$ cat config.mk
export PLATFORM = sky130hd
export DESIGN_NAME = tsas_sequencer
export DESIGN_NICKNAME = d
export VERILOG_FILES = /design/src/tsas_pkg.sv /design/src/tsas_sar.sv /design/src/tsas_sequencer.sv /design/src/tsas_sync.sv
export VERILOG_INCLUDE_DIRS = /design/src
export SDC_FILE = /design/constraint.sdc
export NUM_CORES = 1
export LEC_CHECK = 0
export BUFFER_PORTS_ARGS = -buffer_cell sky130_fd_sc_hd__clkbuf_2
export CELL_PAD_IN_SITES_DETAIL_PLACEMENT = 0
export CELL_PAD_IN_SITES_GLOBAL_PLACEMENT = 1
export CORE_ASPECT_RATIO = 1.75
export CORE_UTILIZATION = 43
export DETAILED_ROUTE_END_ITERATION = 10
export GPL_ROUTABILITY_DRIVEN = 0
export PLACE_DENSITY = 0.9
export SKIP_LAST_GASP = 1
export SLEW_MARGIN = 40
export SYNTH_ARGS = -nofsm -noshare
export SYNTH_HDL_FRONTEND = slang
export SYNTH_SLANG_ARGS = --single-unit
$ cat constraint.sdc
create_clock -name clk -period 3.2 [get_ports clk]
set_input_delay 0.16 -clock clk [delete_from_list [all_inputs] [get_ports clk]]
set_output_delay 0.16 -clock clk [all_outputs]
set_load 0.1 [all_outputs]
$ cat src/tsas_defs.svh
// Purpose: constants of the touch adc serial sequencer
// Assumes: command byte arrives msb first on the serial input
// Notes:   positions, codes and counts only; types live in tsas_pkg
// Contract
// command byte msb is always one
// idle device ignores input until start bit
// three bits after start select channel
// bit three low twelve bits, high eight
// bit two high single-ended, low differential
// two low bits select power-down mode
// host runs eight-clock transfers, twenty-four total
// first eight clocks carry command, then acquire; code acquires from the fifth clock's fall, inside the command
// after three acquire clocks hold and convert
// conversion spans twelve clocks after acquisition
// differential keeps drivers on, thirteenth clock
// padding clocks ignored, result output low
// channel zero biases low-current temperature diode
// channel seven biases diode ninety-one times higher
// diode bias only during three acquire clocks
// battery divider only sampling channel two
// single-ended uses pin reference, else panel
// host should use eight bits for pressure
// next command every fifteenth or eleventh clock
// power-down encodings control reference and converter
// touch alert re-enabled at end of conversion; code does so only when the converter power bit is low
// result shifted out msb first per clock
`ifndef TSAS_DEFS_SVH
`define TSAS_DEFS_SVH

`define TSAS_START_POS     7
`define TSAS_CHAN_MSB      6
`define TSAS_CHAN_LSB      4
`define TSAS_MODE_POS      3
`define TSAS_REF_POS       2
`define TSAS_PD1_POS       1
`define TSAS_PD0_POS       0

`define TSAS_CH_DIODE_LOW  3'h0
`define TSAS_CH_DIODE_HIGH 3'h7
`define TSAS_CH_BATTERY    3'h2

`define TSAS_ACQ_AT_BIT    5'h05
`define TSAS_CMD_BITS      5'h08
`define TSAS_CNT_MAX       5'h1F
`define TSAS_NEXT_12BIT    5'h0F
`define TSAS_NEXT_8BIT     5'h0B

`define TSAS_LAST_12BIT    4'hB
`define TSAS_LAST_8BIT     4'h7

`endif

$ cat src/tsas_pkg.sv
// Purpose: shared types of the touch adc serial sequencer
// Assumes: nothing beyond standard packed types
// Notes:   constants are in tsas_defs.svh
package tsas_pkg;

  typedef enum logic [0:0] {
    TSAS_RX_IDLE = 1'b0,
    TSAS_RX_CMD  = 1'b1
  } tsas_rx_e;

  typedef enum logic [1:0] {
    TSAS_CV_IDLE = 2'b00,
    TSAS_CV_ACQ  = 2'b01,
    TSAS_CV_CONV = 2'b10,
    TSAS_CV_TAIL = 2'b11
  } tsas_cv_e;

  typedef struct packed {
    logic [2:0] channel_select;
    logic       res_8bit;
    logic       reference_mode_select;
    logic       reference_power_bit;
    logic       converter_power_bit;
  } tsas_cmd_s;

  typedef struct packed {
    logic drivers_on;
    logic sample_hold;
    logic diode_low_current_sample;
    logic diode_high_current_sample;
    logic battery_divider_on;
    logic ref_from_pin;
  } tsas_ana_s;

endpackage : tsas_pkg

$ cat src/tsas_sar.sv
// Purpose: successive-approximation register, one decision per step
// Assumes: comparator_keep high when input is at or above trial code
// Notes:   eight-bit conversions simply stop after eight steps
`timescale 1ns/1ns
`default_nettype none
module tsas_sar #(
  parameter int BITS = 12
) (
  input  wire logic            clk,          // system clock
  input  wire logic            reset,        // sync reset, high
  input  wire logic            start,        // load msb trial
  input  wire logic            step,         // decide current bit
  input  wire logic            comparator_keep, // keep trial bit
  output var  logic [BITS-1:0] trial_code_r, // code to the cdac
  output var  logic            decided_r     // last decided bit
);

  if (BITS < 8) begin : g_chk
    $error("tsas_sar: BITS must be at least eight");
  end

  logic [BITS-1:0] mask_r;
  logic [BITS-1:0] mask_nxt;
  logic [BITS-1:0] trial_code_nxt;
  logic            decided_nxt;

  always_comb begin
    mask_nxt       = mask_r;
    trial_code_nxt = trial_code_r;
    decided_nxt    = decided_r;
    if (start) begin
      mask_nxt       = {1'b1, {(BITS-1){1'b0}}};
      trial_code_nxt = {1'b1, {(BITS-1){1'b0}}};
    end else if (step) begin
      mask_nxt       = mask_r >> 1;
      trial_code_nxt = (comparator_keep ? trial_code_r
                                        : (trial_code_r & ~mask_r))
                       | (mask_r >> 1);
      decided_nxt    = comparator_keep;
    end
  end

  always_ff @(posedge clk) begin
    if (reset) begin
      mask_r       <= '0;
      trial_code_r <= '0;
      decided_r    <= 1'b0;
    end else begin
      mask_r       <= mask_nxt;
      trial_code_r <= trial_code_nxt;
      decided_r    <= decided_nxt;
    end
  end

endmodule : tsas_sar
`default_nettype wire

$ cat src/tsas_sequencer.sv
// Purpose: serial command receiver and conversion sequencer
// Assumes: shift clock, serial input, comparator and touch sense are async
// Notes:   input sampled on shift clock rise, result driven on fall
`timescale 1ns/1ns
`default_nettype none
`include "tsas_defs.svh"
module tsas_sequencer
  import tsas_pkg::*;
#(
  parameter int RES_BITS = 12
) (
  input  wire logic                clk,                // 125 MHz clock
  input  wire logic                reset,              // sync reset, high
  input  wire logic                serial_shift_clock, // host shift clock
  input  wire logic                serial_data_in,     // command pin
  input  wire logic                comparator_keep,    // comparator out
  input  wire logic                touch_sense_n,      // panel touched, low
  output var  logic                serial_data_out_r,  // result pin
  output var  logic                busy_r,             // converting
  output var  logic [RES_BITS-1:0] sar_code,           // cdac trial code
  output var  tsas_cmd_s           cmd_r,              // latched command
  output var  tsas_ana_s           ana_r,              // analog controls
  output var  logic                reference_power_r,  // ref powered
  output var  logic                converter_power_r,  // adc powered
  output var  logic                touch_alert_out_n_r // touch alert, low
);

  if (RES_BITS != 12) begin : g_chk
    $error("tsas_sequencer: RES_BITS must be twelve");
  end

  if (`TSAS_ACQ_AT_BIT >= `TSAS_CMD_BITS) begin : g_chk_acq
    $error("tsas_sequencer: acquisition must begin inside the command");
  end

  if (`TSAS_NEXT_12BIT > `TSAS_CNT_MAX) begin : g_chk_next
    $error("tsas_sequencer: overlap window beyond the counter range");
  end

  if (`TSAS_LAST_12BIT != RES_BITS - 1) begin : g_chk_last
    $error("tsas_sequencer: last step must match RES_BITS");
  end

  // ---------------------------------------------------------------
  // pin synchronisation and shift clock edges
  // ---------------------------------------------------------------
  logic [3:0] pins_s;
  logic       sclk_s;
  logic       din_s;
  logic       comp_s;
  logic       touch_n_s;
  logic       sclk_d_r;
  logic       rise;
  logic       fall;

  tsas_sync #(
    .WIDTH (4)
  ) u_sync (
    .clk      (clk),
    .reset    (reset),
    .async_in ({serial_shift_clock, serial_data_in,
                comparator_keep, touch_sense_n}),
    .sync_out (pins_s)
  );

  assign sclk_s    = pins_s[3];
  assign din_s     = pins_s[2];
  assign comp_s    = pins_s[1];
  assign touch_n_s = pins_s[0];

  always_ff @(posedge clk) begin
    if (reset) begin
      sclk_d_r <= 1'b0;
    end else begin
      sclk_d_r <= sclk_s;
    end
  end

  // edges show two clocks after the pin moves
  assign rise = sclk_s & ~sclk_d_r;
  assign fall = ~sclk_s & sclk_d_r;

  // ---------------------------------------------------------------
  // decoding helpers
  // ---------------------------------------------------------------
  function automatic logic chan_is(input logic [2:0] ch,
                                   input logic [2:0] code);
    chan_is = (ch == code);
  endfunction : chan_is

  function automatic logic [3:0] last_step(input logic res8);
    last_step = res8 ? `TSAS_LAST_8BIT : `TSAS_LAST_12BIT;
  endfunction : last_step

  // ---------------------------------------------------------------
  // command receiver
  // ---------------------------------------------------------------
  tsas_rx_e   rx_state_r;
  tsas_rx_e   rx_state_nxt;
  logic [4:0] rx_cnt_r;
  logic [4:0] rx_cnt_nxt;
  logic [7:0] shreg_r;
  logic [7:0] shreg_nxt;
  tsas_cmd_s  cmd_nxt;
  logic       acq_pend_r;
  logic       acq_pend_nxt;
  logic       conv_pend_r;
  logic       conv_pend_nxt;
  logic       accept;

  tsas_cv_e   cv_state_r;
  tsas_cv_e   cv_state_nxt;
  logic       cv_res8_r;

  // overlap window opens once enough clocks of the running command pass
  assign accept = (cv_state_r == TSAS_CV_IDLE) ||
                  (rx_cnt_r >= (cv_res8_r ? `TSAS_NEXT_8BIT
                                          : `TSAS_NEXT_12BIT));

  always_comb begin
    rx_state_nxt  = rx_state_r;
    rx_cnt_nxt    = rx_cnt_r;
    shreg_nxt     = shreg_r;
    cmd_nxt       = cmd_r;
    acq_pend_nxt  = acq_pend_r;
    conv_pend_nxt = conv_pend_r;
    if (fall && acq_pend_r &&
        (cv_state_nxt == TSAS_CV_ACQ)) begin
      acq_pend_nxt = 1'b0;
    end
    if (fall && conv_pend_r &&
        (cv_state_nxt == TSAS_CV_CONV)) begin
      conv_pend_nxt = 1'b0;
    end
    if (rise) begin
      case (rx_state_r)
        TSAS_RX_IDLE: begin
          if (accept && din_s) begin
            rx_state_nxt = TSAS_RX_CMD;
            rx_cnt_nxt   = 5'h01;
            shreg_nxt    = 8'h01;
          end else if (rx_cnt_r != `TSAS_CNT_MAX) begin
            rx_cnt_nxt = rx_cnt_r + 5'h01;
          end
        end
        TSAS_RX_CMD: begin
          shreg_nxt  = {shreg_r[6:0], din_s};
          rx_cnt_nxt = rx_cnt_r + 5'h01;
          if (rx_cnt_nxt == `TSAS_ACQ_AT_BIT) begin
            // channel and resolution known: acquisition may begin
            cmd_nxt.channel_select = shreg_nxt[3:1];
            cmd_nxt.res_8bit       = shreg_nxt[0];
            acq_pend_nxt           = 1'b1;
          end
          if (rx_cnt_nxt == `TSAS_CMD_BITS) begin
            cmd_nxt.channel_select =
              shreg_nxt[`TSAS_CHAN_MSB:`TSAS_CHAN_LSB];
            cmd_nxt.res_8bit              = shreg_nxt[`TSAS_MODE_POS];
            cmd_nxt.reference_mode_select = shreg_nxt[`TSAS_REF_POS];
            cmd_nxt.reference_power_bit   = shreg_nxt[`TSAS_PD1_POS];
            cmd_nxt.converter_power_bit   = shreg_nxt[`TSAS_PD0_POS];
            conv_pend_nxt                 = 1'b1;
            rx_state_nxt                  = TSAS_RX_IDLE;
          end
        end
        default: begin
          rx_state_nxt = TSAS_RX_IDLE;
        end
      endcase
    end
  end

  always_ff @(posedge clk) begin
    if (reset) begin
      rx_state_r  <= TSAS_RX_IDLE;
      rx_cnt_r    <= 5'h00;
      shreg_r     <= 8'h00;
      cmd_r       <= '0;
      acq_pend_r  <= 1'b0;
      conv_pend_r <= 1'b0;
    end else begin
      rx_state_r  <= rx_state_nxt;
      rx_cnt_r    <= rx_cnt_nxt;
      shreg_r     <= shreg_nxt;
      cmd_r       <= cmd_nxt;
      acq_pend_r  <= acq_pend_nxt;
      conv_pend_r <= conv_pend_nxt;
    end
  end

  // ---------------------------------------------------------------
  // conversion sequencer
  // ---------------------------------------------------------------
  logic [3:0] cv_step_r;
  logic [3:0] cv_step_nxt;
  logic       cv_res8_nxt;
  logic       cv_diff_r;
  logic       cv_diff_nxt;
  logic       dout_nxt;
  logic       alert_en_r;
  logic       alert_en_nxt;
  logic       sar_start;
  logic       sar_step;
  logic       sar_bit;
  logic       last;

  // last step decides the lsb of the chosen resolution
  assign last = (cv_step_r == last_step(cv_res8_r));

  always_comb begin
    cv_state_nxt = cv_state_r;
    cv_step_nxt  = cv_step_r;
    cv_res8_nxt  = cv_res8_r;
    cv_diff_nxt  = cv_diff_r;
    dout_nxt     = serial_data_out_r;
    alert_en_nxt = alert_en_r;
    sar_start    = 1'b0;
    if (fall) begin
      case (cv_state_r)
        TSAS_CV_CONV: begin
          dout_nxt    = sar_bit;
          cv_step_nxt = cv_step_r + 4'h1;
          if (last) begin
            // end of conversion: alert re-enabled only when the converter power bit is low
            alert_en_nxt = ~cmd_r.converter_power_bit;
            cv_state_nxt = cv_diff_r ? TSAS_CV_TAIL
                                     : TSAS_CV_IDLE;
          end
        end
        TSAS_CV_ACQ: begin
          // pad clocks of an overlapped result fall here
          dout_nxt = 1'b0;
          if (conv_pend_r) begin
            cv_state_nxt = TSAS_CV_CONV;
            cv_step_nxt  = 4'h0;
            cv_diff_nxt  = ~cmd_r.reference_mode_select;
            sar_start    = 1'b1;
          end
        end
        TSAS_CV_TAIL: begin
          dout_nxt     = 1'b0;
          cv_state_nxt = TSAS_CV_IDLE;
        end
        TSAS_CV_IDLE: begin
          dout_nxt = 1'b0;
        end
        default: begin
          cv_state_nxt = TSAS_CV_IDLE;
          dout_nxt     = 1'b0;
        end
      endcase
      // a new command takes over once the running result is complete
      if (acq_pend_r && ((cv_state_r != TSAS_CV_CONV) || last)) begin
        cv_state_nxt = TSAS_CV_ACQ;
        cv_res8_nxt  = cmd_r.res_8bit;
        alert_en_nxt = 1'b0;
      end
    end
  end

  assign sar_step = rise && (cv_state_r == TSAS_CV_CONV);

  tsas_sar #(
    .BITS (RES_BITS)
  ) u_sar (
    .clk             (clk),
    .reset           (reset),
    .start           (sar_start),
    .step            (sar_step),
    .comparator_keep (comp_s),
    .trial_code_r    (sar_code),
    .decided_r       (sar_bit)
  );

  always_ff @(posedge clk) begin
    if (reset) begin
      cv_state_r        <= TSAS_CV_IDLE;
      cv_step_r         <= 4'h0;
      cv_res8_r         <= 1'b0;
      cv_diff_r         <= 1'b0;
      serial_data_out_r <= 1'b0;
      alert_en_r        <= 1'b1;
    end else begin
      cv_state_r        <= cv_state_nxt;
      cv_step_r         <= cv_step_nxt;
      cv_res8_r         <= cv_res8_nxt;
      cv_diff_r         <= cv_diff_nxt;
      serial_data_out_r <= dout_nxt;
      alert_en_r        <= alert_en_nxt;
    end
  end

  // ---------------------------------------------------------------
  // analog controls, power and touch alert
  // ---------------------------------------------------------------
  tsas_ana_s ana_nxt;
  logic      busy_nxt;
  logic      ref_pwr_nxt;
  logic      conv_pwr_nxt;
  logic      alert_n_nxt;
  logic      acq_nxt;

  always_comb begin
    acq_nxt = (cv_state_nxt == TSAS_CV_ACQ);
    ana_nxt.drivers_on =
      acq_nxt ||
      ((cv_state_nxt == TSAS_CV_CONV) && cv_diff_nxt) ||
      (cv_state_nxt == TSAS_CV_TAIL);
    ana_nxt.sample_hold = (cv_state_nxt == TSAS_CV_CONV) ||
                          (cv_state_nxt == TSAS_CV_TAIL);
    ana_nxt.diode_low_current_sample = acq_nxt &&
      chan_is(cmd_nxt.channel_select, `TSAS_CH_DIODE_LOW);
    ana_nxt.diode_high_current_sample = acq_nxt &&
      chan_is(cmd_nxt.channel_select, `TSAS_CH_DIODE_HIGH);
    ana_nxt.battery_divider_on = acq_nxt &&
      chan_is(cmd_nxt.channel_select, `TSAS_CH_BATTERY);
    ana_nxt.ref_from_pin = cmd_nxt.reference_mode_select;
    busy_nxt     = (cv_state_nxt == TSAS_CV_CONV);
    ref_pwr_nxt  = cmd_nxt.reference_power_bit;
    conv_pwr_nxt = cmd_nxt.converter_power_bit ||
                   (cv_state_nxt != TSAS_CV_IDLE);
    alert_n_nxt  = alert_en_nxt ? touch_n_s : 1'b1;
  end

  always_ff @(posedge clk) begin
    if (reset) begin
      ana_r               <= '0;
      busy_r              <= 1'b0;
      reference_power_r   <= 1'b0;
      converter_power_r   <= 1'b0;
      touch_alert_out_n_r <= 1'b1;
    end else begin
      ana_r               <= ana_nxt;
      busy_r              <= busy_nxt;
      reference_power_r   <= ref_pwr_nxt;
      converter_power_r   <= conv_pwr_nxt;
      touch_alert_out_n_r <= alert_n_nxt;
    end
  end

endmodule : tsas_sequencer
`default_nettype wire

$ cat src/tsas_sync.sv
// Purpose: two-stage synchroniser for pins from outside the clock domain
// Assumes: each bit is an independent level
// Notes:   first stage feeds only the second stage
`timescale 1ns/1ns
`default_nettype none
module tsas_sync #(
  parameter int WIDTH = 4
) (
  input  wire logic             clk,      // system clock
  input  wire logic             reset,    // sync reset, high
  input  wire logic [WIDTH-1:0] async_in, // raw pins
  output var  logic [WIDTH-1:0] sync_out  // synchronised levels
);

  if (WIDTH < 1) begin : g_chk
    $error("tsas_sync: WIDTH must be at least one");
  end

  logic [WIDTH-1:0] meta_r;

  for (genvar i = 0; i < WIDTH; i++) begin : g_bit
    always_ff @(posedge clk) begin
      if (reset) begin
        meta_r[i]   <= 1'b0;
        sync_out[i] <= 1'b0;
      end else begin
        meta_r[i]   <= async_in[i];
        sync_out[i] <= meta_r[i];
      end
    end
  end

endmodule : tsas_sync
`default_nettype wire
# Word level (Yosys, flattened, before mapping)
# Index checks and enable logic that the tools add are counted.
[word_totals]
inputBits = 6
register_bits = 73
[op_classes]
muxes = 46
magnitude_cmp = 1
bitwise = 12
n_addsub = 2
n_reduce_logical = 33
n_eq_ne = 16
[ops]
columns = ["cell", "count"]
rows = [
  ["two-way mux 12 bit", 5],
  ["two-way mux 7 bit", 3],
  ["two-way mux 1 bit", 20],
  ["AND 12 bit", 1],
  ["two-way mux 4 bit", 3],
  ["NOT 12 bit", 1],
  ["bitwise OR 12 x 11 -> 12 bit", 1],
  ["case mux 6 bit (2 select lines)", 1],
  ["logical AND 1 bit", 11],
  ["two-way mux 2 bit", 5],
  ["two-way mux 5 bit", 2],
  ["case mux 5 bit (2 select lines)", 1],
  ["AND reduction 3 bit", 3],
  ["== test 2 bit, second input constant", 4],
  ["case mux 4 bit (2 select lines)", 1],
  ["AND reduction 2 bit", 4],
  ["nonzero test 2 bit", 4],
  ["NOT 1 bit", 7],
  ["logical OR 1 bit", 6],
  ["two-way mux 6 bit", 1],
  ["!= test 2 bit, second input constant", 3],
  ["case mux 2 bit (3 select lines)", 1],
  ["adder 5 x 1 -> 5 bit, second input constant", 1],
  ["== test 5 x 3 -> 1 bit, second input constant", 1],
  ["other kinds (16)", 20],
]

# Longest topological paths before layout
# Gate-level depths: netlist of the first run.
[depth]
ltp_word = 12
mapped_depth = 8
depth_no_buf = 8

# Hierarchy
# From an unflattened synthesis of the first run, not the netlist that was laid out.
[unflattened]
cells_unflattened = 341
hier_area_um2 = 3220.6
[by_module_without_submodules]
columns = ["mod", "seq_area_each_um2", "n_inst", "cells_each", "area_each_um2"]
rows = [
  ["tsas_sequencer", 800.8, 1, 228, 1995.7],
  ["tsas_sar", 500.5, 1, 97, 1014.7],
  ["tsas_sync", 160.2, 1, 16, 210.2],
]

# Worst setup path after synthesis of the first run
# OpenSTA, ideal clock, no wires.
[synth_path]
path_type = "register to register"
start = "register rx_cnt_r[0]"
end = "register converter_power_r"
path_stages_with_launch = 9
slack_ps = 831
period_less_slack_ps = 2369
t_arrival_ps = 2242
cell_sequence = "dfxtp_1 -> ha_1 -> and3_1 -> ha_1 -> nand2b_1 -> or3_1 -> o21ai_0 -> a21oi_1 -> or3_1"
[synth_between]
elab_chain_cells = 6
[synth_lines]
columns = ["element", "line", "text"]
rows = [
  ["start, declared", "tsas_sequencer.sv:100", "logic [4:0] rx_cnt_r;"],
  ["start signal, assigned", "tsas_sequencer.sv:183", "rx_cnt_r <= rx_cnt_nxt;"],
  ["adder 5 x 1 -> 5 bit", "tsas_sequencer.sv:148", "rx_cnt_nxt = rx_cnt_r + 5'h01;"],
  ["== test 5 x 4 -> 1 bit (no line)", "--", ""],
  ["two-way mux 7 bit", "tsas_sequencer.sv:155", "if (rx_cnt_nxt == `TSAS_CMD_BITS) begin"],
  ["two-way mux 7 bit", "tsas_sequencer.sv:136", "case (rx_state_r)"],
  ["two-way mux 7 bit", "tsas_sequencer.sv:135", "if (rise) begin"],
  ["logical OR 1 bit", "tsas_sequencer.sv:320", "conv_pwr_nxt = cmd_nxt.converter_power_bit ||"],
  ["end signal, assigned", "tsas_sequencer.sv:336", "converter_power_r <= conv_pwr_nxt;"],
  ["end, declared", "tsas_sequencer.sv:24", "output var logic converter_power_r,"],
]
# Every way passes these cells. The select of a mux whose other input is x is not followed.
# A chain may end at the register's enable or synchronous reset.

# Worst setup path after layout of the first run
# Ends and elaborated chain as after synthesis.

==> reports/results.txt, run 1 <==
Post-synth EDFFs - 0
synthesis-stage register bit count - 73
clk_skew - 0.005303 ns
Peak Freq - 382.1 MHz
Vias/cell - 5.475
root buffer cell - clkbuf_16
kind of start point of the critical path - flip-flop
n_diodes - 0
Num CTS Buffers - 9
Row Count - 40
Leak - 1.347 nW
worst min-delay path category - in -> reg
drt drc - 0
crit share post-route - 81.78%
initial antenna violation count - 0
Slowest-stage cell, CP - dfxtp_1
total gr overflow - 0
Routed Antenna Nets - 0
# resized after CTS - 0
Hold Path Cell Cnt - 2
register area share after synthesis - 47.60%
post-synth cell types - 51
Final HPWL DP - 5.088 mm
die height - 113.8 um
pre-CTS setup slack - 0.6306 ns
port buffer count - 35
worst path cell trace - ha_1, and3_1, ha_1, nand2b_1, or3_1, o21ai_0, a21oi_1, or3_1
Top delay family on crit path - simple AND/OR/NAND/NOR gates
Area contributors post-synth - dfxtp_1 48%, a21oi_1 7.7%, nand2_1 5.5%, o21ai_0 4.6%, inv_1 2.8%
Syn Nets - 367
# Max-Cap Violations - 0
crit path time final - 2.617 ns
top-area cell type share of the netlist area - 47.60%
worst-case reg-to-reg path depth - 8
htree depth - 3
largest net degree at the start of global routing - 39
pin slew with the least headroom to its limit - 0.7969 ns
DR iter-0 viols - 97
Syn-to-layout area delta - 15.16%
Setup Total Neg Slack - 0 ns
crit path DAT - 2.83 ns
RR Endpoint - converter_power_r$_SDFF_PP0_
Hold Crit Start - touch_sense_n
fraction of registers with async set/reset - 0%
vias - 2,595
fin. max-slew vios - 0
Final Hold Vio Count - 0
io pins - 36
Die Width - 65.88 um
number of global-route vias before repair - 2,513
hold path endpoint - u_sync.meta_r[0]$_SDFF_PP0_
fraction of layout cells with a size suffix above 1 - 14.87%
Starting Density - 44.46%
Post-Syn Area per Cell - 8.649 um2
Pwr per Cell Area - 513.8 mW/mm2
hold_ws - 0.04137 ns
Synth Instances - 355
Clock Sinks - 73
CTS Hold Bufs - 0
CTS tree - done
Buf/Inv on CP - 0
WS Path Type - reg -> reg
Nets - 399
worst relative slew slack - 46.68%
Setup violations, final - 0
CP endpoint kind - flip-flop
fin area - 0.003536 mm2
Total Wirelength - 6.955 mm
CP max FO - 6
Post-DP Area - 0.003291 mm2
number of iterations in the first detailed-routing pass - 5
Core Region - 0.006907 mm2
GRT Overall Usage - 20.57%
Setup Fix Bufs, Post-CTS - 0
Worst Path Required - 3.41 ns
Worst R2R Start - rx_cnt_r[0]$_SDFFE_PP0P_
R2R Setup Slk - 0.58 ns
Clock transition at path regs - 0.05 ns
full die area - 0.007496 mm2
cell taking the most area after synthesis - dfxtp_1
global-route wire length before repair - 11.54 mm
Top FF cell, synth - dfxtp_1
Max clock buf depth - 2
CP max stage delay - 0.44 ns
Yosys warnings - 0
clock latency on the worst-skew pair - 0.33 ns
RSZ-0062 raised after global routing - no
commonest cells in the netlist - 73 x dfxtp_1, 47 x a21oi_1, 45 x nand2_1
drt wl/cell - 14.67 um
count leader, synth - dfxtp_1
fin worst setup slack - 0.5831 ns
Mapped Area - 0.003070 mm2
Peak VDD IR - 0.3043 mV
status - finished clean
[flip-flops by register name, summed over array words and instances (netlist names), 2 cells and up]
register            count
cv_step_r               4
cv_state_r              2
ana_r                   6
rx_cnt_r                5
u_sar.trial_code_r     12
shreg_r                 6
u_sync.meta_r           4
u_sar.mask_r           12
u_sync.sync_out         4
cmd_r                   5
[placed cells by master (no fill, tap or decap), drive strengths merged, types with 6 or more instances in the layout]
| cell type | count |
|---|---|
| nor2b | 13 |
| o211ai | 7 |
| nor2 | 17 |
| nand2b | 6 |
| nand2 | 45 |
| a21oi | 47 |
| nor3 | 7 |
| nand3 | 7 |
| dfxtp | 73 |
| ha | 6 |
| nor4 | 7 |
| clkbuf | 48 |
| o21ai | 28 |
| inv | 23 |
[cells by family after synthesis]
| kind of cell | Yosys count | share of synthesized area [%] |
|---|---|---|
| xor+xnor | 7 | 2.486 |
| compound gates | 105 | 20.33 |
| simple gates | 120 | 20.01 |
| fa+ha+maj | 6 | 2.445 |
| buf+inv | 38 | 5.012 |
| mux | 6 | 2.119 |
| flops | 73 | 47.60 |
[area by class of cell]
| cell class | count | area (um2) |
|---|---|---|
| Fill cell | 673 | 3371 |
| Sequential cell | 73 | 1461 |
| Multi-Input combinational cell | 244 | 1455 |
| Clock buffer | 13 | 240.2 |
| Timing Repair Buffer | 36 | 182.7 |
| Tap cell | 84 | 105.1 |
| Inverter | 23 | 86.33 |
| Clock inverter | 1 | 5.005 |
[power by group]
group | internal (W) | switching, W
sequential | 0.000918 | 0.00000562
clock | 0.000514 | 0.000333
combinational | 0.0000117 | 0.0000339
[through the flow]
stage | power [W] | utilization, % | std cells
final | 0.001817 | 51.20 | 474
after global placement | 0.0009866 | 47.64 | 460
after detailed placement | 0.0009876 | 47.64 | 460
after floorplan | 0.0009737 | - | 355
after global routing | 0.001882 | 51.20 | 474
after CTS | 0.001836 | 51.20 | 474
[layer usage]
| metal | track usage [%] | vias to the layer above | part of all wire (%) |
|---|---|---|---|
| li1 | - | 1298 | - |
| met1 | 20.13 | 1229 | 38 |
| met2 | 37.62 | 53 | 56 |
| met3 | 5.100 | 15 | 3.0 |
| met4 | 11.74 | 0 | 2.8 |
| met5 | 0 | - | 0 |
[worst max-delay path by stage]
stage | end | startpoint | slack, ns | cells past startpoint
2_1_floorplan | converter_power_r$_SDFF_PP0_ | rx_cnt_r[0]$_SDFFE_PP0P_ | 0.83 | 8
3_3_place_gp | converter_power_r$_SDFF_PP0_ | rx_cnt_r[0]$_SDFFE_PP0P_ | 0.69 | 8
3_5_place_dp | converter_power_r$_SDFF_PP0_ | rx_cnt_r[0]$_SDFFE_PP0P_ | 0.63 | 8
4_1_cts | converter_power_r$_SDFF_PP0_ | rx_cnt_r[0]$_SDFFE_PP0P_ | 0.60 | 8
5_1_grt | converter_power_r$_SDFF_PP0_ | rx_cnt_r[0]$_SDFFE_PP0P_ | 0.39 | 8
6_report | converter_power_r$_SDFF_PP0_ | rx_cnt_r[0]$_SDFFE_PP0P_ | 0.58 | 8
Note: power is estimated with default switching activity, not from simulation.
==> run 2: changes to the inputs <==
- clock period: 3.2 -> 2.45 ns (I/O delays scaled with it)
==> reports/results.txt, run 2 (same netlist as run 1, synthesis figures left out) <==
Starting Density - 44.46% (unchanged)
Leak - 1.453 nW (+7.9%)
hold_ws - 0.009495 ns (-0.03188 ns)
port buffer count - 35 (unchanged)
Core Region - 0.006907 mm2 (unchanged)
Num CTS Buffers - 9 (unchanged)
vias - 2,648 (+2.0%)
n_diodes - 0 (unchanged)
Worst R2R Start - rx_cnt_r[0]$_SDFFE_PP0P_
Clock Sinks - 73 (unchanged)
number of global-route vias before repair - 2,575 (+2.5%)
internal power - 0.002088 W (+45%)
crit share post-route - 92.34% (+11 points)
number of iterations in the first detailed-routing pass - 4 (-1)
Clk pwr share - 51.0% (+4.3 points)
RSZ-0062 raised after global routing - no
fillers - 656 (-2.5%)
CP endpoint kind - flip-flop
Worst Path Required - 2.67 ns (-0.74 ns)
Sw Ratio - 19.45% (-1.1 points)
full die area - 0.007496 mm2 (unchanged)
Nets - 414 (+3.8%)
crit path time final - 2.262 ns (-0.3546 ns)
drt drc - 0 (unchanged)
initial antenna violation count - 0 (unchanged)
die height - 113.8 um (unchanged)
Routed Antenna Nets - 0 (unchanged)
largest net degree at the start of global routing - 39 (unchanged)
commonest non-fill, non-tap cell in the layout - dfxtp_1
Peak VDD IR - 0.3838 mV (+26%)
DR iter-0 viols - 71 (-27%)
Syn-to-layout area delta - 21.15%
Post-DP Area - 0.003381 mm2 (+2.7%)
clk_skew - 0.006504 ns (+0.001200 ns)
total gr overflow - 0 (unchanged)
most frequent cells in the layout - 73 x dfxtp_1, 47 x a21oi_1, 45 x nand2_1
Max clock buf depth - 2 (unchanged)
Setup Total Neg Slack - 0 ns (unchanged)
status - finished clean
io pins - 36 (unchanged)
Total Wirelength - 6.957 mm (about the same)
switching power - 0.0005044 W (+35%)
crit path DAT - 2.48 ns (-0.35 ns)
Setup violations, final - 0 (unchanged)
# Max-Cap Violations - 0 (unchanged)
Final HPWL DP - 5.145 mm (+1.1%)
Power Total - 0.002593 W (+43%)
root buffer cell - clkbuf_16
fraction of layout cells with a size suffix above 1 - 18.18% (+3.3 points)
Die Width - 65.88 um (unchanged)
fin area - 0.003720 mm2 (+5.2%)
Row Count - 40 (unchanged)
Pwr per Cell Area - 697.0 mW/mm2 (+36%)
fin. max-slew vios - 0 (unchanged)
drt wl/cell - 14.17 um (-3.4%)
Top Registers - u_sar.mask_r (12), u_sar.trial_code_r (12)
worst relative slew slack - 63.68% (+17 points)
CTS Hold Bufs - 3 (+3)
combinational fraction of design power - 2.6% (about the same)
CTS tree - done
pin slew with the least headroom to its limit - 0.5472 ns (-0.2498 ns)
Clock transition at path regs - 0.05 ns (about the same)
crit path launch - rx_cnt_r[0]$_SDFFE_PP0P_
CP max FO - 3 (-3)
global-route wire length before repair - 11.51 mm (-0.23%)
kind of start point of the critical path - flip-flop
Vias/cell - 5.393 (-1.5%)
htree depth - 3 (unchanged)
sequential power share - 46.4% (-4.4 points)
final core occ - 53.86% (+2.7 points)
worst min-delay path category - in -> reg
clock latency on the worst-skew pair - 0.33 ns (about the same)
Peak Freq - 442.0 MHz (+16%)
Setup Fix Bufs, Post-CTS - 0 (unchanged)
Hold Crit Start - comparator_keep
WS Path Type - reg -> reg
GRT Overall Usage - 20.51% (-0.062 points)
Final Hold Vio Count - 0 (unchanged)
# resized after CTS - 0 (unchanged)
==> run 2: final cells by class <==
| cell class | instances | area (um2) | share of cell area (%) |
|---|---|---|---|
| inverters | 23 | 86.33 | 2.321 |
| well taps | 84 | 105.1 | 2.825 |
| multi-input cells | 244 | 1455 | 39.12 |
| flip-flops and latches | 73 | 1461 | 39.29 |
| clock buffers | 14 | 274.0 | 7.366 |
| clock inverters | 2 | 35.03 | 0.9418 |
| repair buffers | 51 | 302.8 | 8.140 |
==> run 2: worst paths after layout <==
| path | endpoint | slack [ns] | cells past startpoint |
|---|---|---|---|
| worst min register to register | touch_alert_out_n_r$_SDFF_PP1_ | 0.41 | 1 |
| worst min-delay path | u_sync.meta_r[1]$_SDFF_PP0_ | 0.009 | 2 |
| worst max register to register | converter_power_r$_SDFF_PP0_ | 0.19 | 8 |
| worst max-delay path | converter_power_r$_SDFF_PP0_ | 0.19 | 8 |
==> run 2: power groups by stage <==
| stage | sequential [W] | combinational [W] | clock [W] |
|---|---|---|---|
| after CTS | 0.00120 | 0.0000671 | 0.00136 |
| after global placement | 0.00123 | 0.0000627 | 0 |
| after floorplan | 0.00124 | 0.0000328 | 0 |
| after global routing | 0.00120 | 0.0000729 | 0.00140 |
| after detailed placement | 0.00123 | 0.0000632 | 0 |
| final | 0.00120 | 0.0000668 | 0.00132 |
==> run 2: stage by stage <==
stage	std cells	worst slack, ns
6_report	491	0.1877
5_1_grt	491	0.03017
4_1_cts	491	0.1905
3_5_place_dp	472	0.2045
3_3_place_gp	472	0.2417
2_1_floorplan	355	0.08066
==> run 2: routing by layer <==
metal	vias to the layer above	GRT usage (%)	share of wire (%)	wire, um
li1	1338	-	-	-
met1	1241	19.06	38	2620
met2	48	38.44	56	3872
met3	21	4.800	2.9	201
met4	0	12.46	3.8	263
met5	-	0	0	0
==> run 2: critical path: stages (launching register included) <==
cell and delay [ns]:
dfxtp_1 0.31, ha_1 0.20, and3_1 0.18, ha_1 0.30, nand2b_1 0.16, or3_1 0.38, o21ai_0 0.16, a21oi_1 0.10
or3_1 0.35
==> run 3: changes to the inputs <==
- ABC_AREA: default -> 1
- CORE_UTILIZATION: 43 -> 30
- PLACE_DENSITY: 0.9 -> 0.72
==> reports/results.txt, run 3 <==
status - finished clean
Hold Path Cell Cnt - 5 (+3)
Core Region - 0.009849 mm2 (+43%)
# resized after CTS - 0 (unchanged)
commonest non-fill, non-tap cell in the layout - nand2_1
Cells after DPL - 557 (+18%)
clock latency on the worst-skew pair - 0.33 ns (about the same)
Post-Syn Area per Cell - 7.436 um2 (-14%)
CTS tree - done
crit path DAT - 2.35 ns (-0.13 ns)
drt wl/cell - 11.53 um (-19%)
fin. max-slew vios - 0 (unchanged)
critical path depth in cells - 14 (+6)
WS Path Type - reg -> reg
combinational fraction of design power - 4.2% (+1.6 points)
Power Total - 0.002673 W (+3.1%)
switching power - 0.0005655 W (+12%)
Syn-to-layout area delta - 21.04% (about the same)
Setup violations, final - 0 (unchanged)
fraction of layout cells with a size suffix above 1 - 16.59% (-1.6 points)
die height - 134.9 um (+19%)
RSZ-0062 raised after global routing - no
Routed Antenna Nets - 0 (unchanged)
sequential power share - 45.6% (-0.8 points)
# Max-Cap Violations - 0 (unchanged)
Mapped Area - 0.003027 mm2 (-1.4%)
full die area - 0.01051 mm2 (+40%)
number of iterations in the first detailed-routing pass - 4 (unchanged)
Clk pwr share - 50.2% (-0.8 points)
Pwr per Cell Area - 729.5 mW/mm2 (+4.7%)
Max clock buf depth - 2 (unchanged)
Nets - 459 (+11%)
drt drc - 0 (unchanged)
Peak Freq - 469.8 MHz (+6.3%)
Leak - 1.687 nW (+16%)
io pins - 36 (unchanged)
Clock transition at path regs - 0.06 ns (about the same)
register area share after synthesis - 48.28% (+0.69 points)
cell taking the most area after synthesis - dfxtp_1
Total Wirelength - 6.655 mm (-4.3%)
Sw Ratio - 21.16% (+1.7 points)
fraction of registers with async set/reset - 0% (unchanged)
DR iter-0 viols - 94 (+32%)
internal power - 0.002107 W (+0.90%)
worst relative slew slack - 63.75% (+0.073 points)
largest net degree at the start of global routing - 35 (-10%)
CP max FO - 7 (+4)
GRT Overall Usage - 13.89% (-6.6 points)
Worst R2R Start - rx_cnt_r[0]$_SDFFE_PP0P_
Worst Path Required - 2.68 ns (about the same)
crit path launch - rx_cnt_r[0]$_SDFFE_PP0P_
count leader, synth - nand2_1
commonest cells in the netlist - 92 x nand2_1, 73 x dfxtp_1, 54 x inv_1
Final Hold Vio Count - 0 (unchanged)
worst-case reg-to-reg path depth - 14 (+6)
Num CTS Buffers - 9 (unchanged)
Synth Instances - 407 (+15%)
Top FF cell, synth - dfxtp_1
htree depth - 3 (unchanged)
clk_skew - 0.004708 ns (-0.001796 ns)
Die Width - 77.93 um (+18%)
Slowest-stage cell, CP - dfxtp_1
Setup Total Neg Slack - 0 ns (unchanged)
Buf/Inv on CP - 2 (+2)
global-route wire length before repair - 11.23 mm (-2.5%)
Clock Sinks - 73 (unchanged)
crit path time final - 2.128 ns (-0.1338 ns)
post-synth cell types - 33 (-35%)
worst path cell trace - ha_1, nand2_1, nor2_1, ha_1, inv_1, nand2_1, nor2_8, nand3_4, nand2_2, nor2_2, nor2_2, inv_2, nand2_1, nor2_2
number of global-route vias before repair - 2,525 (-1.9%)
top-area cell type share of the netlist area - 48.28% (+0.69 points)
Area contributors post-synth - dfxtp_1 48%, nand2_1 11%, inv_1 6.7%, nor2_1 6.3%, a21oi_1 5.1%
initial antenna violation count - 0 (unchanged)
Syn Nets - 419 (+14%)
Top delay family on crit path - simple AND/OR/NAND/NOR gates
Top Registers - u_sar.mask_r (12), u_sar.trial_code_r (12)
Hold Crit Start - reset
Non-Filler Instances - 577 (+18%)
n_diodes - 0 (unchanged)
total gr overflow - 0 (unchanged)
worst min-delay path category - in -> reg
pin slew with the least headroom to its limit - 0.5461 ns (-0.001104 ns)
Yosys warnings - 0 (unchanged)
vias - 2,614 (-1.3%)
Vias/cell - 4.530 (-16%)
crit share post-route - 86.88% (-5.5 points)
CP endpoint kind - flip-flop
Peak VDD IR - 0.3595 mV (-6.3%)
port buffer count - 35 (unchanged)
Post-synth EDFFs - 0 (unchanged)
kind of start point of the critical path - flip-flop
most frequent cells in the layout - 92 x nand2_1, 73 x dfxtp_1, 54 x inv_1
synthesis-stage register bit count - 73 (unchanged)
Final HPWL DP - 4.964 mm (-3.5%)
CP max stage delay - 0.44 ns (+0.06 ns)
Starting Density - 30.73% (-14 points)
Row Count - 48 (+20%)
root buffer cell - clkbuf_16
run 3: cell count changes after synthesis, sizes merged, moves of 5 or more:
cell	before	now
nor2	17	57
inv	23	60
nor2b	13	1
nand2b	6	0
nand3	7	22
nor4	7	0
nand2	45	96
a21oi	47	31
o211ai	7	0
mux2i	5	0
run 3: worst paths after layout:
| check | to | slack (ns) |
|---|---|---|
| hold reg to reg | u_sync.sync_out[0]$_SDFF_PP0_ | 0.40 |
| hold / removal | u_sar.mask_r[4]$_SDFFE_PP0P_ | 0.29 |
| setup / recovery | ana_r[3]$_SDFF_PP0_ | 0.32 |
| setup reg to reg | ana_r[3]$_SDFF_PP0_ | 0.32 |
run 3: repair_timing:
item,in CTS,in global routing
hold buffers,4,0
buffers inserted,0,0
endpoints found under the hold margin,4,0
run 3: logic make-up (layout without fill, tap and decap cells):
group | after synthesis | after routing | synth area share, %
AOI/OAI and AO/OA | 68 | 68 | 11.70
xor gates and xnor gates | 2 | 2 | 0.8270
adders and majority gates | 6 | 6 | 2.480
buffers and inverters | 73 | 118 | 9.632
DFF | 73 | 73 | 48.28
and+or+nand+nor | 185 | 185 | 27.08
run 3: power groups by stage:
stage,Clock [W],Combinational [W],Sequential [W]
2_1_floorplan,0,0.0000640,0.00126
3_3_place_gp,0,0.000109,0.00124
3_5_place_dp,0,0.000110,0.00124
4_1_cts,0.00138,0.000116,0.00122
5_1_grt,0.00143,0.000127,0.00122
6_report,0.00134,0.000113,0.00122
run 3: layer usage:
metal,vias up,part of all wire (%),global-route usage [%]
li1,1347,-,-
met1,1221,40,13.81
met2,38,56,26.25
met3,8,2.6,4.189
met4,0,1.3,5.864
met5,-,0,0
run 3: per-stage QoR:
step           hold WS, ns  setup WS, ns  instance area (um2)  util [%]
6_report            0.2940        0.3215                 3664     37.20
5_1_grt             0.3337       0.07353                 3664     37.20
4_1_cts             0.2971        0.2796                 3664     37.20
3_5_place_dp        0.3272        0.2844                 3314     33.65
3_3_place_gp        0.3166        0.3553                 3314     33.65
2_1_floorplan       0.2295        0.4545                 3027         -
run 3: worst min-delay path, stage by stage:
cell and delay [ns]:
clkbuf_2 0.11, nor2_1 0.07, buf_4 0.18, nand2_1 0.07, inv_1 0.03
run 3: final cells by class:
| cell class | count | area [um2] |
|---|---|---|
| repair buffers | 42 | 237.7 |
| inverters | 60 | 225.2 |
| well taps | 125 | 156.4 |
| flip-flops and latches | 73 | 1461 |
| fillers | 1087 | 6186 |
| multi-input cells | 261 | 1274 |
| clock buffers | 14 | 274.0 |
| clock inverters | 2 | 35.03 |
